**src/strap_cfg_pkg.sv**
```systemverilog
// Purpose: shared constants and types for the reset strap configuration decoder
// Assumes: resistor straps arrive as level codes from an analog sensing front end
// Notes: level codes below are the front end's encoding
// Notes on behaviour
// - sample all straps during power-on or reset (code holds the synchroniser in reset and samples only after release)
// - latch straps at reset release, hold
// - data-out and clock pulled up: smbus
// - data-out pulled down selects uart mode
// - no pulls selects serial rom first
// - invalid rom falls back to i2c bridge
// - rom valid only with signature at address
// - forbidden mode pairs never enabled together
// - smbus slave only in profiles 1,2,3,6
// - profiles 1,2,3,6 give smbus pins
// - shared pins double as straps per mode
// - line disable straps: 0 enabled, 1 disabled
// - port disabled only when both lines high
// - usb2 disable also disables usb3 side
// - fixed port level gives count from port 1
// - charge port level gives count from port 1
// - profile strap six levels give profiles 1-6
package strap_cfg_pkg;
	localparam int NUM_PORTS = 4;
	localparam int LVL_W = 3;
	// resistor level codes from the sensing front end
	localparam logic [2:0] LVL_NONE = 3'h0;
	localparam logic [2:0] LVL_200K_DN = 3'h1;
	localparam logic [2:0] LVL_200K_UP = 3'h2;
	localparam logic [2:0] LVL_10K_DN = 3'h3;
	localparam logic [2:0] LVL_10K_UP = 3'h4;
	localparam logic [2:0] LVL_10R_DN = 3'h5;
	localparam logic [2:0] LVL_10R_UP = 3'h6;
	// firmware-upgrade signature and its start byte address
	localparam logic [15:0] SIG_ADDR = 16'hfffa;
	localparam logic [31:0] SIG_WORD = 32'h32444655;
	localparam logic [2:0] PROFILE_DEFAULT = 3'h1;
	localparam logic [2:0] COUNT_DEFAULT = 3'h0;

	typedef enum logic [1:0] {
		MODE_ROM,
		MODE_SMBUS,
		MODE_I2C,
		MODE_UART
	} pin_mode_t;

	typedef struct packed {
		logic [2:0] rom_data_out_lvl;
		logic [2:0] rom_clock_lvl;
		logic [2:0] fixed_port_setting;
		logic [2:0] charge_port_setting;
		logic [2:0] shared_function_pins;
		logic [3:0] port_plus_line_disable;
		logic [3:0] port_minus_line_disable;
	} strap_raw_t;

	typedef struct packed {
		pin_mode_t pin_mode;
		logic [2:0] profile;
		logic [3:0] port2_disable;
		logic [3:0] port3_disable;
		logic [3:0] fixed_port_mask;
		logic [3:0] charge_port_mask;
		logic smbus_slave_en;
		logic i2c_bridge_en;
		logic uart_en;
		logic rom_en;
		logic smbus_pins_en;
		logic [1:0] host_port_select;
	} strap_cfg_t;
endpackage

```
**src/reset_strap_config_decoder.sv**
```systemverilog
// Purpose: capture configuration straps at reset release and decode defaults
// Assumes: rom check result arrives from the rom reader after release
// Notes: straps are frozen from the third edge after reset until the next reset
`timescale 1ns/10ps
module reset_strap_config_decoder (
	input wire logic clk_i,
	input wire logic rst_b_i,
	input wire logic [2:0] rom_data_out_lvl_i,
	input wire logic [2:0] rom_clock_lvl_i,
	input wire logic [2:0] fixed_port_setting_i,
	input wire logic [2:0] charge_port_setting_i,
	input wire logic [2:0] shared_function_pins_i,
	input wire logic [3:0] port_plus_line_disable_i,
	input wire logic [3:0] port_minus_line_disable_i,
	input wire logic rom_check_done_i,
	input wire logic [15:0] rom_sig_addr_i,
	input wire logic [31:0] rom_sig_word_i,
	output logic cfg_valid_o,
	output logic [1:0] pin_mode_o,
	output logic [2:0] profile_o,
	output logic [3:0] port2_disable_o,
	output logic [3:0] port3_disable_o,
	output logic [3:0] fixed_port_mask_o,
	output logic [3:0] charge_port_mask_o,
	output logic smbus_slave_en_o,
	output logic i2c_bridge_en_o,
	output logic uart_en_o,
	output logic rom_en_o,
	output logic smbus_pins_en_o,
	output logic [1:0] host_port_select_o
);
	// edges during which the synchroniser still shows its reset value
	localparam int SETTLE_CYCLES = 2;
	localparam int SETTLE_W = 2;

	typedef enum logic [1:0] {
		ST_SETTLE,
		ST_CAPTURE,
		ST_ROM_WAIT,
		ST_DONE
	} state_t;

	strap_cfg_pkg::strap_raw_t raw_sync;
	strap_cfg_pkg::strap_raw_t raw_reg;
	strap_cfg_pkg::strap_raw_t raw_next;
	strap_cfg_pkg::strap_cfg_t cfg_reg;
	strap_cfg_pkg::strap_cfg_t cfg_next;
	state_t state_reg;
	state_t state_next;
	logic valid_reg;
	logic valid_next;
	logic [1:0] host_sel_reg;
	logic [1:0] host_sel_next;
	logic [SETTLE_W-1:0] settle_reg;
	logic [SETTLE_W-1:0] settle_next;
	logic capture_now;
	logic rom_result_now;
	logic rom_sig_good;
	strap_cfg_pkg::pin_mode_t strap_mode;

	// straps come from pins: two flops before use
	strap_sync #(
		.WIDTH($bits(strap_cfg_pkg::strap_raw_t))
	) u_sync (
		.clk_i(clk_i),
		.rst_b_i(rst_b_i),
		.d_i({rom_data_out_lvl_i, rom_clock_lvl_i, fixed_port_setting_i, charge_port_setting_i,
			shared_function_pins_i, port_plus_line_disable_i, port_minus_line_disable_i}),
		.q_o(raw_sync)
	);

	// level code to a thermometer mask from port 1 upward
	function automatic logic [3:0] count_mask(input logic [2:0] lvl);
		case (lvl)
			strap_cfg_pkg::LVL_200K_DN: count_mask = 4'h0;
			strap_cfg_pkg::LVL_200K_UP: count_mask = 4'h1;
			strap_cfg_pkg::LVL_10K_DN: count_mask = 4'h3;
			strap_cfg_pkg::LVL_10K_UP: count_mask = 4'h7;
			strap_cfg_pkg::LVL_10R_DN: count_mask = 4'hf;
			default: count_mask = 4'h0;
		endcase
	endfunction

	function automatic logic [2:0] decode_profile(input logic [2:0] lvl);
		case (lvl)
			strap_cfg_pkg::LVL_200K_DN: decode_profile = 3'h1;
			strap_cfg_pkg::LVL_200K_UP: decode_profile = 3'h2;
			strap_cfg_pkg::LVL_10K_DN: decode_profile = 3'h3;
			strap_cfg_pkg::LVL_10K_UP: decode_profile = 3'h4;
			strap_cfg_pkg::LVL_10R_DN: decode_profile = 3'h5;
			strap_cfg_pkg::LVL_10R_UP: decode_profile = 3'h6;
			default: decode_profile = strap_cfg_pkg::PROFILE_DEFAULT;
		endcase
	endfunction

	// profiles that route smbus data and clock onto pins four and five
	function automatic logic profile_has_smbus(input logic [2:0] prof);
		profile_has_smbus = (prof == 3'h1) || (prof == 3'h2) || (prof == 3'h3) || (prof == 3'h6);
	endfunction

	function automatic logic is_pull_up(input logic [2:0] lvl);
		is_pull_up = (lvl == strap_cfg_pkg::LVL_10K_UP) || (lvl == strap_cfg_pkg::LVL_200K_UP)
			|| (lvl == strap_cfg_pkg::LVL_10R_UP);
	endfunction

	function automatic logic is_pull_down(input logic [2:0] lvl);
		is_pull_down = (lvl == strap_cfg_pkg::LVL_10K_DN) || (lvl == strap_cfg_pkg::LVL_200K_DN)
			|| (lvl == strap_cfg_pkg::LVL_10R_DN);
	endfunction

	// serial pin mode from data-out and clock straps; both pulled up beats uart
	function automatic strap_cfg_pkg::pin_mode_t select_mode(input logic [2:0] data_lvl,
		input logic [2:0] clock_lvl);
		if (is_pull_up(data_lvl) && is_pull_up(clock_lvl)) begin
			select_mode = strap_cfg_pkg::MODE_SMBUS;
		end else if (is_pull_down(data_lvl)) begin
			select_mode = strap_cfg_pkg::MODE_UART;
		end else begin
			select_mode = strap_cfg_pkg::MODE_ROM;
		end
	endfunction

	// derive enables from a mode and profile, keeping pairs exclusive
	function automatic strap_cfg_pkg::strap_cfg_t apply_mode(input strap_cfg_pkg::strap_cfg_t c,
		input strap_cfg_pkg::pin_mode_t m);
		strap_cfg_pkg::strap_cfg_t r;
		logic pins_ok;
		r = c;
		pins_ok = profile_has_smbus(c.profile);
		r.pin_mode = m;
		r.smbus_pins_en = pins_ok;
		r.rom_en = (m == strap_cfg_pkg::MODE_ROM);
		r.uart_en = (m == strap_cfg_pkg::MODE_UART);
		r.smbus_slave_en = (m == strap_cfg_pkg::MODE_SMBUS) && pins_ok;
		r.i2c_bridge_en = (m == strap_cfg_pkg::MODE_I2C) && pins_ok;
		apply_mode = r;
	endfunction

	assign strap_mode = select_mode(raw_sync.rom_data_out_lvl, raw_sync.rom_clock_lvl);
	assign rom_sig_good = (rom_sig_addr_i == strap_cfg_pkg::SIG_ADDR)
		&& (rom_sig_word_i == strap_cfg_pkg::SIG_WORD);

	// sequencing: let the synchroniser fill, capture once, wait for the rom result
	always_comb begin
		state_next = state_reg;
		settle_next = settle_reg;
		capture_now = 1'b0;
		rom_result_now = 1'b0;
		case (state_reg)
			ST_SETTLE: begin
				// synchroniser output still holds its reset value
				settle_next = settle_reg + SETTLE_W'(1);
				if (settle_reg == SETTLE_W'(SETTLE_CYCLES - 1)) begin
					state_next = ST_CAPTURE;
				end
			end
			ST_CAPTURE: begin
				capture_now = 1'b1;
				if (strap_mode == strap_cfg_pkg::MODE_ROM) begin
					state_next = ST_ROM_WAIT;
				end else begin
					state_next = ST_DONE;
				end
			end
			ST_ROM_WAIT: begin
				// rom result ignored in every other state
				if (rom_check_done_i) begin
					rom_result_now = 1'b1;
					state_next = ST_DONE;
				end
			end
			ST_DONE: begin
				state_next = ST_DONE;
			end
			default: begin
				state_next = ST_SETTLE;
			end
		endcase
	end

	always_ff @(posedge clk_i or negedge rst_b_i) begin
		if (!rst_b_i) begin
			state_reg <= ST_SETTLE;
			settle_reg <= '0;
		end else begin
			state_reg <= state_next;
			settle_reg <= settle_next;
		end
	end

	// raw strap image kept for the fallback decode
	always_comb begin
		raw_next = raw_reg;
		if (capture_now) begin
			raw_next = raw_sync;
		end
	end

	always_ff @(posedge clk_i or negedge rst_b_i) begin
		if (!rst_b_i) begin
			raw_reg <= '0;
		end else begin
			raw_reg <= raw_next;
		end
	end

	// decoded configuration and its valid flag
	always_comb begin
		cfg_next = cfg_reg;
		valid_next = valid_reg;
		if (capture_now) begin
			cfg_next.profile = decode_profile(raw_sync.shared_function_pins);
			cfg_next.port2_disable = raw_sync.port_plus_line_disable & raw_sync.port_minus_line_disable;
			cfg_next.port3_disable = cfg_next.port2_disable;
			cfg_next.fixed_port_mask = count_mask(raw_sync.fixed_port_setting);
			cfg_next.charge_port_mask = count_mask(raw_sync.charge_port_setting);
			case (strap_mode)
				strap_cfg_pkg::MODE_SMBUS: begin
					cfg_next = apply_mode(cfg_next, strap_cfg_pkg::MODE_SMBUS);
					valid_next = 1'b1;
				end
				strap_cfg_pkg::MODE_UART: begin
					cfg_next = apply_mode(cfg_next, strap_cfg_pkg::MODE_UART);
					valid_next = 1'b1;
				end
				default: begin
					cfg_next = apply_mode(cfg_next, strap_cfg_pkg::MODE_ROM);
					// those strap pins belong to the rom for now
					cfg_next.fixed_port_mask = 4'(strap_cfg_pkg::COUNT_DEFAULT);
					cfg_next.charge_port_mask = 4'(strap_cfg_pkg::COUNT_DEFAULT);
				end
			endcase
		end
		if (rom_result_now) begin
			if (!rom_sig_good) begin
				cfg_next = apply_mode(cfg_next, strap_cfg_pkg::MODE_I2C);
				cfg_next.fixed_port_mask = count_mask(raw_reg.fixed_port_setting);
				cfg_next.charge_port_mask = count_mask(raw_reg.charge_port_setting);
			end
			valid_next = 1'b1;
		end
	end

	always_ff @(posedge clk_i or negedge rst_b_i) begin
		if (!rst_b_i) begin
			cfg_reg <= '0;
			valid_reg <= 1'b0;
		end else begin
			cfg_reg <= cfg_next;
			valid_reg <= valid_next;
		end
	end

	// host port select straps, live only in smbus mode
	always_comb begin
		host_sel_next = host_sel_reg;
		if (capture_now && (strap_mode == strap_cfg_pkg::MODE_SMBUS)) begin
			host_sel_next = {is_pull_up(raw_sync.rom_clock_lvl), is_pull_up(raw_sync.rom_data_out_lvl)};
		end
	end

	always_ff @(posedge clk_i or negedge rst_b_i) begin
		if (!rst_b_i) begin
			host_sel_reg <= 2'h0;
		end else begin
			host_sel_reg <= host_sel_next;
		end
	end

	assign cfg_valid_o = valid_reg;
	assign pin_mode_o = cfg_reg.pin_mode;
	assign profile_o = cfg_reg.profile;
	assign port2_disable_o = cfg_reg.port2_disable;
	assign port3_disable_o = cfg_reg.port3_disable;
	assign fixed_port_mask_o = cfg_reg.fixed_port_mask;
	assign charge_port_mask_o = cfg_reg.charge_port_mask;
	assign smbus_slave_en_o = cfg_reg.smbus_slave_en;
	assign i2c_bridge_en_o = cfg_reg.i2c_bridge_en;
	assign uart_en_o = cfg_reg.uart_en;
	assign rom_en_o = cfg_reg.rom_en;
	assign smbus_pins_en_o = cfg_reg.smbus_pins_en;
	assign host_port_select_o = host_sel_reg;
endmodule

```
**src/strap_sync.sv**
```systemverilog
// Purpose: two-flop synchroniser for a bus of pin inputs
// Assumes: inputs are quasi-static straps
// Notes: first stage feeds only the second
`timescale 1ns/10ps
module strap_sync #(
	parameter int WIDTH = 1
) (
	input wire logic clk_i,
	input wire logic rst_b_i,
	input wire logic [WIDTH-1:0] d_i,
	output logic [WIDTH-1:0] q_o
);
	logic [WIDTH-1:0] meta_reg;
	logic [WIDTH-1:0] q_reg;

	always_ff @(posedge clk_i or negedge rst_b_i) begin
		if (!rst_b_i) begin
			meta_reg <= '0;
			q_reg <= '0;
		end else begin
			meta_reg <= d_i;
			q_reg <= meta_reg;
		end
	end

	assign q_o = q_reg;
endmodule

```
**config.mk**
```make
export PLATFORM = sky130hd
export DESIGN_NAME = reset_strap_config_decoder
export DESIGN_NICKNAME = d
export VERILOG_FILES = /design/src/strap_cfg_pkg.sv /design/src/reset_strap_config_decoder.sv /design/src/strap_sync.sv
export SDC_FILE = /design/constraint.sdc
export NUM_CORES = 1
export LEC_CHECK = 0
export BUFFER_PORTS_ARGS = -buffer_cell sky130_fd_sc_hd__buf_2
export CORE_MARGIN = 4
export CORE_UTILIZATION = 53
export DETAILED_ROUTE_END_ITERATION = 7
export GPL_ROUTABILITY_DRIVEN = 0
export MAX_ROUTING_LAYER = met4
export PLACE_DENSITY = 0.8
export SLEW_MARGIN = 10
export SYNTH_ARGS = -nofsm -noshare
export SYNTH_HDL_FRONTEND = slang
export SYNTH_SLANG_ARGS = --single-unit
```
**constraint.sdc**
```tcl
create_clock -name clk_i -period 3.3 [get_ports clk_i]
set_input_delay 0.33 -clock clk_i [delete_from_list [all_inputs] [get_ports clk_i]]
set_output_delay 0.33 -clock clk_i [all_outputs]
set_load 0.02 [all_outputs]
```
======== Yosys cells after proc, flatten, opt, wreduce, memory -nomap -nowiden ========
Index checks and enable logic that the tools add are counted.
word-level totals
  bits in registers ....................... 87
  bits of input ports ..................... 74
  logic and storage cells ................. 114
operators by class
  add/sub/neg operators ................... 1
  equal/unequal tests ..................... 48
  mux-type cells .......................... 22
  bitwise gates (word level) .............. 1
  reduce and logical (&&, ||, !) cells .... 22
operators by type and width
  operator                                                           number
  28-bit 2-to-1 mux                                                  3
  4-bit one-hot mux with 4 select lines                              4
  28-bit one-hot mux with 2 select lines                             1
  3-bit == test, second input constant                               18
  3-bit by 2-bit == test with 1-bit output, second input constant    17
  32-bit by 30-bit == test with 1-bit output, second input constant  1
  16-bit == test, second input constant                              1
  3-bit one-hot mux with 5 select lines                              1
  1-bit logical OR                                                   12
  3-bit by 1-bit == test with 1-bit output, second input constant    3
  2-bit 2-to-1 mux                                                   4
  2-bit one-hot mux with 4 select lines                              1
  1-bit 2-to-1 mux                                                   7
  2-bit by 1-bit == test with 1-bit output, second input constant    3
  2-bit == test, second input constant                               3
  4-bit AND                                                          1
  2-bit logical NOT                                                  2
  2-bit != test, second input constant                               2
  2-bit AND reduction                                                2
  2-bit nonzero test                                                 2
  1-bit logical AND                                                  3
  3-bit 2-to-1 mux                                                   1
  2-bit by 1-bit adder with 2-bit output, second input constant      1
  2-bit OR reduction                                                 1

======== Logic depth before layout (Yosys ltp) ========
  word-level depth ........................ 15
  mapped depth ............................ 6
  gate-level depth less buffers ........... 5

======== Hierarchy ========
Synthesis repeated with hierarchy kept, for this count alone.
unflattened totals
  cells, all modules ...................... 234
  area, all modules ....................... 2959.1 um^2
by module, submodules not included
  module                      instances  cells each  area an instance (um^2)  sequential area each (um^2)
  reset_strap_config_decoder  1          188         1808.0                   875.8
  strap_sync                  1          46          1151.1                   1151.1

======== Least setup slack after synthesis ========
OpenSTA, ideal clock, no wires.
  path type ............................... input port to flip-flop
  start point ............................. input port rom_sig_word_i[1]
  end point ............................... register cfg_reg, in the netlist charge_port_mask_o[2]
  library setup time ...................... 0.128 ns
  arrival ................................. 1.669 ns
  data required time ...................... 3.172 ns
  path slack .............................. 1.503 ns
  stages .................................. 4
  buffers on the path ..................... 0
  cells stage by stage .................... or4bb_1 > nor4_4 > a31oi_4 > mux2_1
RTL lines
  item                  line                               text
  start, declared       reset_strap_config_decoder.sv:17   input wire logic [31:0] rom_sig_word_i,
  end signal, assigned  reset_strap_config_decoder.sv:249  cfg_reg <= cfg_next;
  end, declared         reset_strap_config_decoder.sv:46   strap_cfg_pkg::strap_cfg_t cfg_reg;

==> results_dict.tcl <==
set metrics [dict create \
    start_kind "flop" \
    antenna_found_initial 0 \
    tritoncts "yes" \
    synth-edff-count 0 \
    clkSinkCount 81 \
    use_met3_pct 6.052 \
    setup.worst_path.class "reg -> reg" \
    synthCells 225 \
    synth_area_per_cell_sq_um 13.41 \
    yosys_register_bits 81 \
    grt_pass1_vias 2148 \
    synth.net_count 301 \
    status "complete, no violations" \
    clkTransAtPathRegs_ns 0.08 \
    antenna_cells 0 \
    portBuffers 102 \
    numCtsBuffers 9 \
    critPathSlowestCell "nand2b_1" \
    num_io_pins 103 \
    report.final.slew_viol_count 0 \
    hold_violations 0 \
    wire_per_inst_um 14.64 \
    antenna_left 0 \
    reg2reg_depth 5 \
    grt_max_degree 82 \
    setup_violations 0 \
    hold_depth 1 \
    required_ns 3.50 \
    synth.top_cell.area_share_pct 67.19 \
    routed_wl_um 5945 \
    overflow 0 \
    synthesis.area_sq_um 3017 \
    rsz0062_at_grt "no" \
    synthMostInstantiatedCell "dfrtp_1" \
    dieArea_sq_um 6963 \
    yosys_warnings 0 \
    grt-busiest-layer "met2" \
    crit_chain "nand2b_1, buf_4, a21oi_1, a22oi_1, mux2i_1" \
    p_leak_nw 1.886 \
    synthTopCellsByCount "dfrtp_1 (81), nand2_1 (31), mux2i_1 (12), nor2_1 (8)" \
    setup_tns_ns 0 \
    synthDistinctLibCells 45 \
    p_total_w 0.002062 \
    drive_gt1_share_pct 39.22 \
    worst_pin_slew_ns 0.9421 \
    skew_ns 0.006792 \
    final_nets 405 \
    power_density_nw_per_um2 542.2 \
    max-vdd-ir-drop_mv 0.4891 \
    start_util_pct 54.78 \
    area_delta_synth_final_pct 26.09 \
    clock_latency_ns 0.34 \
    dieWidth_um 83.45 \
    vias 2053 \
    hold_class "in -> reg" \
    finalWorstPathRequiredPeriod_ns 1.808 \
    drt-initial-drc-count 135 \
    hp-start "fixed_port_setting_i[2]" \
    synth_area_leaders "dfrtp_1 (67%), mux2i_1 (4.0%), nand2_1 (3.9%)" \
    ff2ff_setup_slack_ns 1.49 \
    die_h_um 83.45 \
    ys_seq_area_share_pct 67.19 \
    crit_path_end_kind "flop" \
    reg2reg_from "state_reg[1]$_DFFE_PN0P_" \
    ys_async_sr_fraction_pct 100.0 \
    whs_endpoint "u_sync.meta_reg[16]$_DFF_PN0_" \
    critPathMaxStageDelay_ns 0.61 \
    cap_violations 0 \
    post_cts_buffers 0 \
    via_per_inst 5.057 \
    timing.rr.end "charge_port_mask_o[1]$_DFF_PN0_" \
    cts_resized 0 \
    synth_ff_type "dfrtp_1" \
    clock_path_buffers 2 \
    core_area_sq_um 5507 \
    clock.fmax_mhz 553.1 \
    htreeDepth 3 \
    slew_headroom_pct 37.19 \
    timing.final.crit_share_pct 54.78 \
    grt_usage_pct 18.88 \
    nFillCells 402 \
    arrival_ns 2.01 \
    grt_pass1_wl_um 9998 \
    firstDrtPassIters 4 \
    synth_area_leader_cell "dfrtp_1" \
    post-dp-hpwl_um 4305 \
    row_count 27 \
    remaining_drc_errors 0 \
    hold_buffers 0 \
    grt.met1_usage_pct 20.12 \
    use_met2_pct 32.36 \
    root_buffer "clkbuf_8" \
    cp_max_fo 20 \
]
critical path: cells and delay by family, from the launching register on:
kind | cells | cell delay, ns
compound gates | 2 | 0.23
buf+inv | 1 | 0.32
flops | 1 | 0.41
mux | 1 | 0.09
simple gates | 1 | 0.61
where the power goes:
part	switching [W]	leakage, nW	internal [W]
combinational	0.000111	0.821	0.0000863
sequential	0.0000317	0.960	0.00105
clock	0.000336	0.105	0.000447
total	0.000478	1.89	0.00158
routing by layer:
| metal | routed length (um) | vias to the layer above |
|---|---|---|
| met5 | 0 | - |
| met3 | 515 | 6 |
| met4 | 72 | 0 |
| met2 | 3056 | 86 |
| met1 | 2301 | 968 |
| li1 | - | 993 |
cell usage in the layout, fill, tap and decap left out, types with 3 or more instances in the layout:
master	netlist	final
nand4b_1	3	3
nor4_4	3	3
inv_1	6	6
clkbuf_8	0	10
xnor2_1	3	3
buf_4	4	4
nand3_1	4	4
buf_2	0	101
a21oi_1	7	7
mux2i_1	12	12
a22oi_1	5	5
nand3b_1	4	4
nor2_1	8	8
dfrtp_1	81	81
nand2b_1	5	5
clkinvlp_4	0	3
or4bb_1	3	3
nand2_1	31	31
o21ai_0	3	3
worst max-delay path by stage:
stage	slack, ns	start	cells past startpoint	endpoint
after detailed placement	1.18	rom_sig_word_i[1]	5	charge_port_mask_o[2]$_DFF_PN0_
after floorplan	1.50	rom_sig_word_i[1]	4	charge_port_mask_o[2]$_DFF_PN0_
final	1.49	state_reg[1]$_DFFE_PN0P_	5	charge_port_mask_o[1]$_DFF_PN0_
after CTS	1.48	state_reg[1]$_DFFE_PN0P_	5	charge_port_mask_o[1]$_DFF_PN0_
after global placement	1.18	rom_sig_word_i[17]	5	charge_port_mask_o[2]$_DFF_PN0_
after global routing	1.23	state_reg[1]$_DFFE_PN0P_	5	charge_port_mask_o[1]$_DFF_PN0_
layout make-up:
type / instances / area, sq um / area share (%)
Sequential cell: 81 / 2027 / 53.29
Inverter: 6 / 22.52 / 0.5921
Clock buffer: 10 / 137.6 / 3.618
Multi-Input combinational cell: 126 / 899.6 / 23.65
Tap cell: 72 / 90.09 / 2.368
Clock inverter: 6 / 91.34 / 2.401
Timing Repair Buffer: 105 / 535.5 / 14.08
metrics by stage:
| stage | hold slack [ns] | util, % | cell area (sq um) | instances | worst slack (ns) |
|---|---|---|---|---|---|
| floorplan | 0.03441 | - | 3017 | 225 | 1.503 |
| global placement | 0.3325 | 64.92 | 3575 | 390 | 1.181 |
| detailed placement | 0.3347 | 64.92 | 3575 | 390 | 1.178 |
| CTS | 0.07145 | 69.08 | 3804 | 406 | 1.484 |
| global route | 0.07045 | 69.08 | 3804 | 406 | 1.226 |
| finish | 0.09237 | 69.08 | 3804 | 406 | 1.492 |
kinds of logic after synthesis:
family,after synthesis,share of synthesized area [%]
AOI/OAI and AO/OA,35,8.876
xor gates and xnor gates,3,0.8712
adders and majority gates,2,0.8294
buffers and inverters,18,2.986
DFF,81,67.19
muxes,14,4.728
and+or+nand+nor,72,14.52
Power figures use the tool's default switching activity.
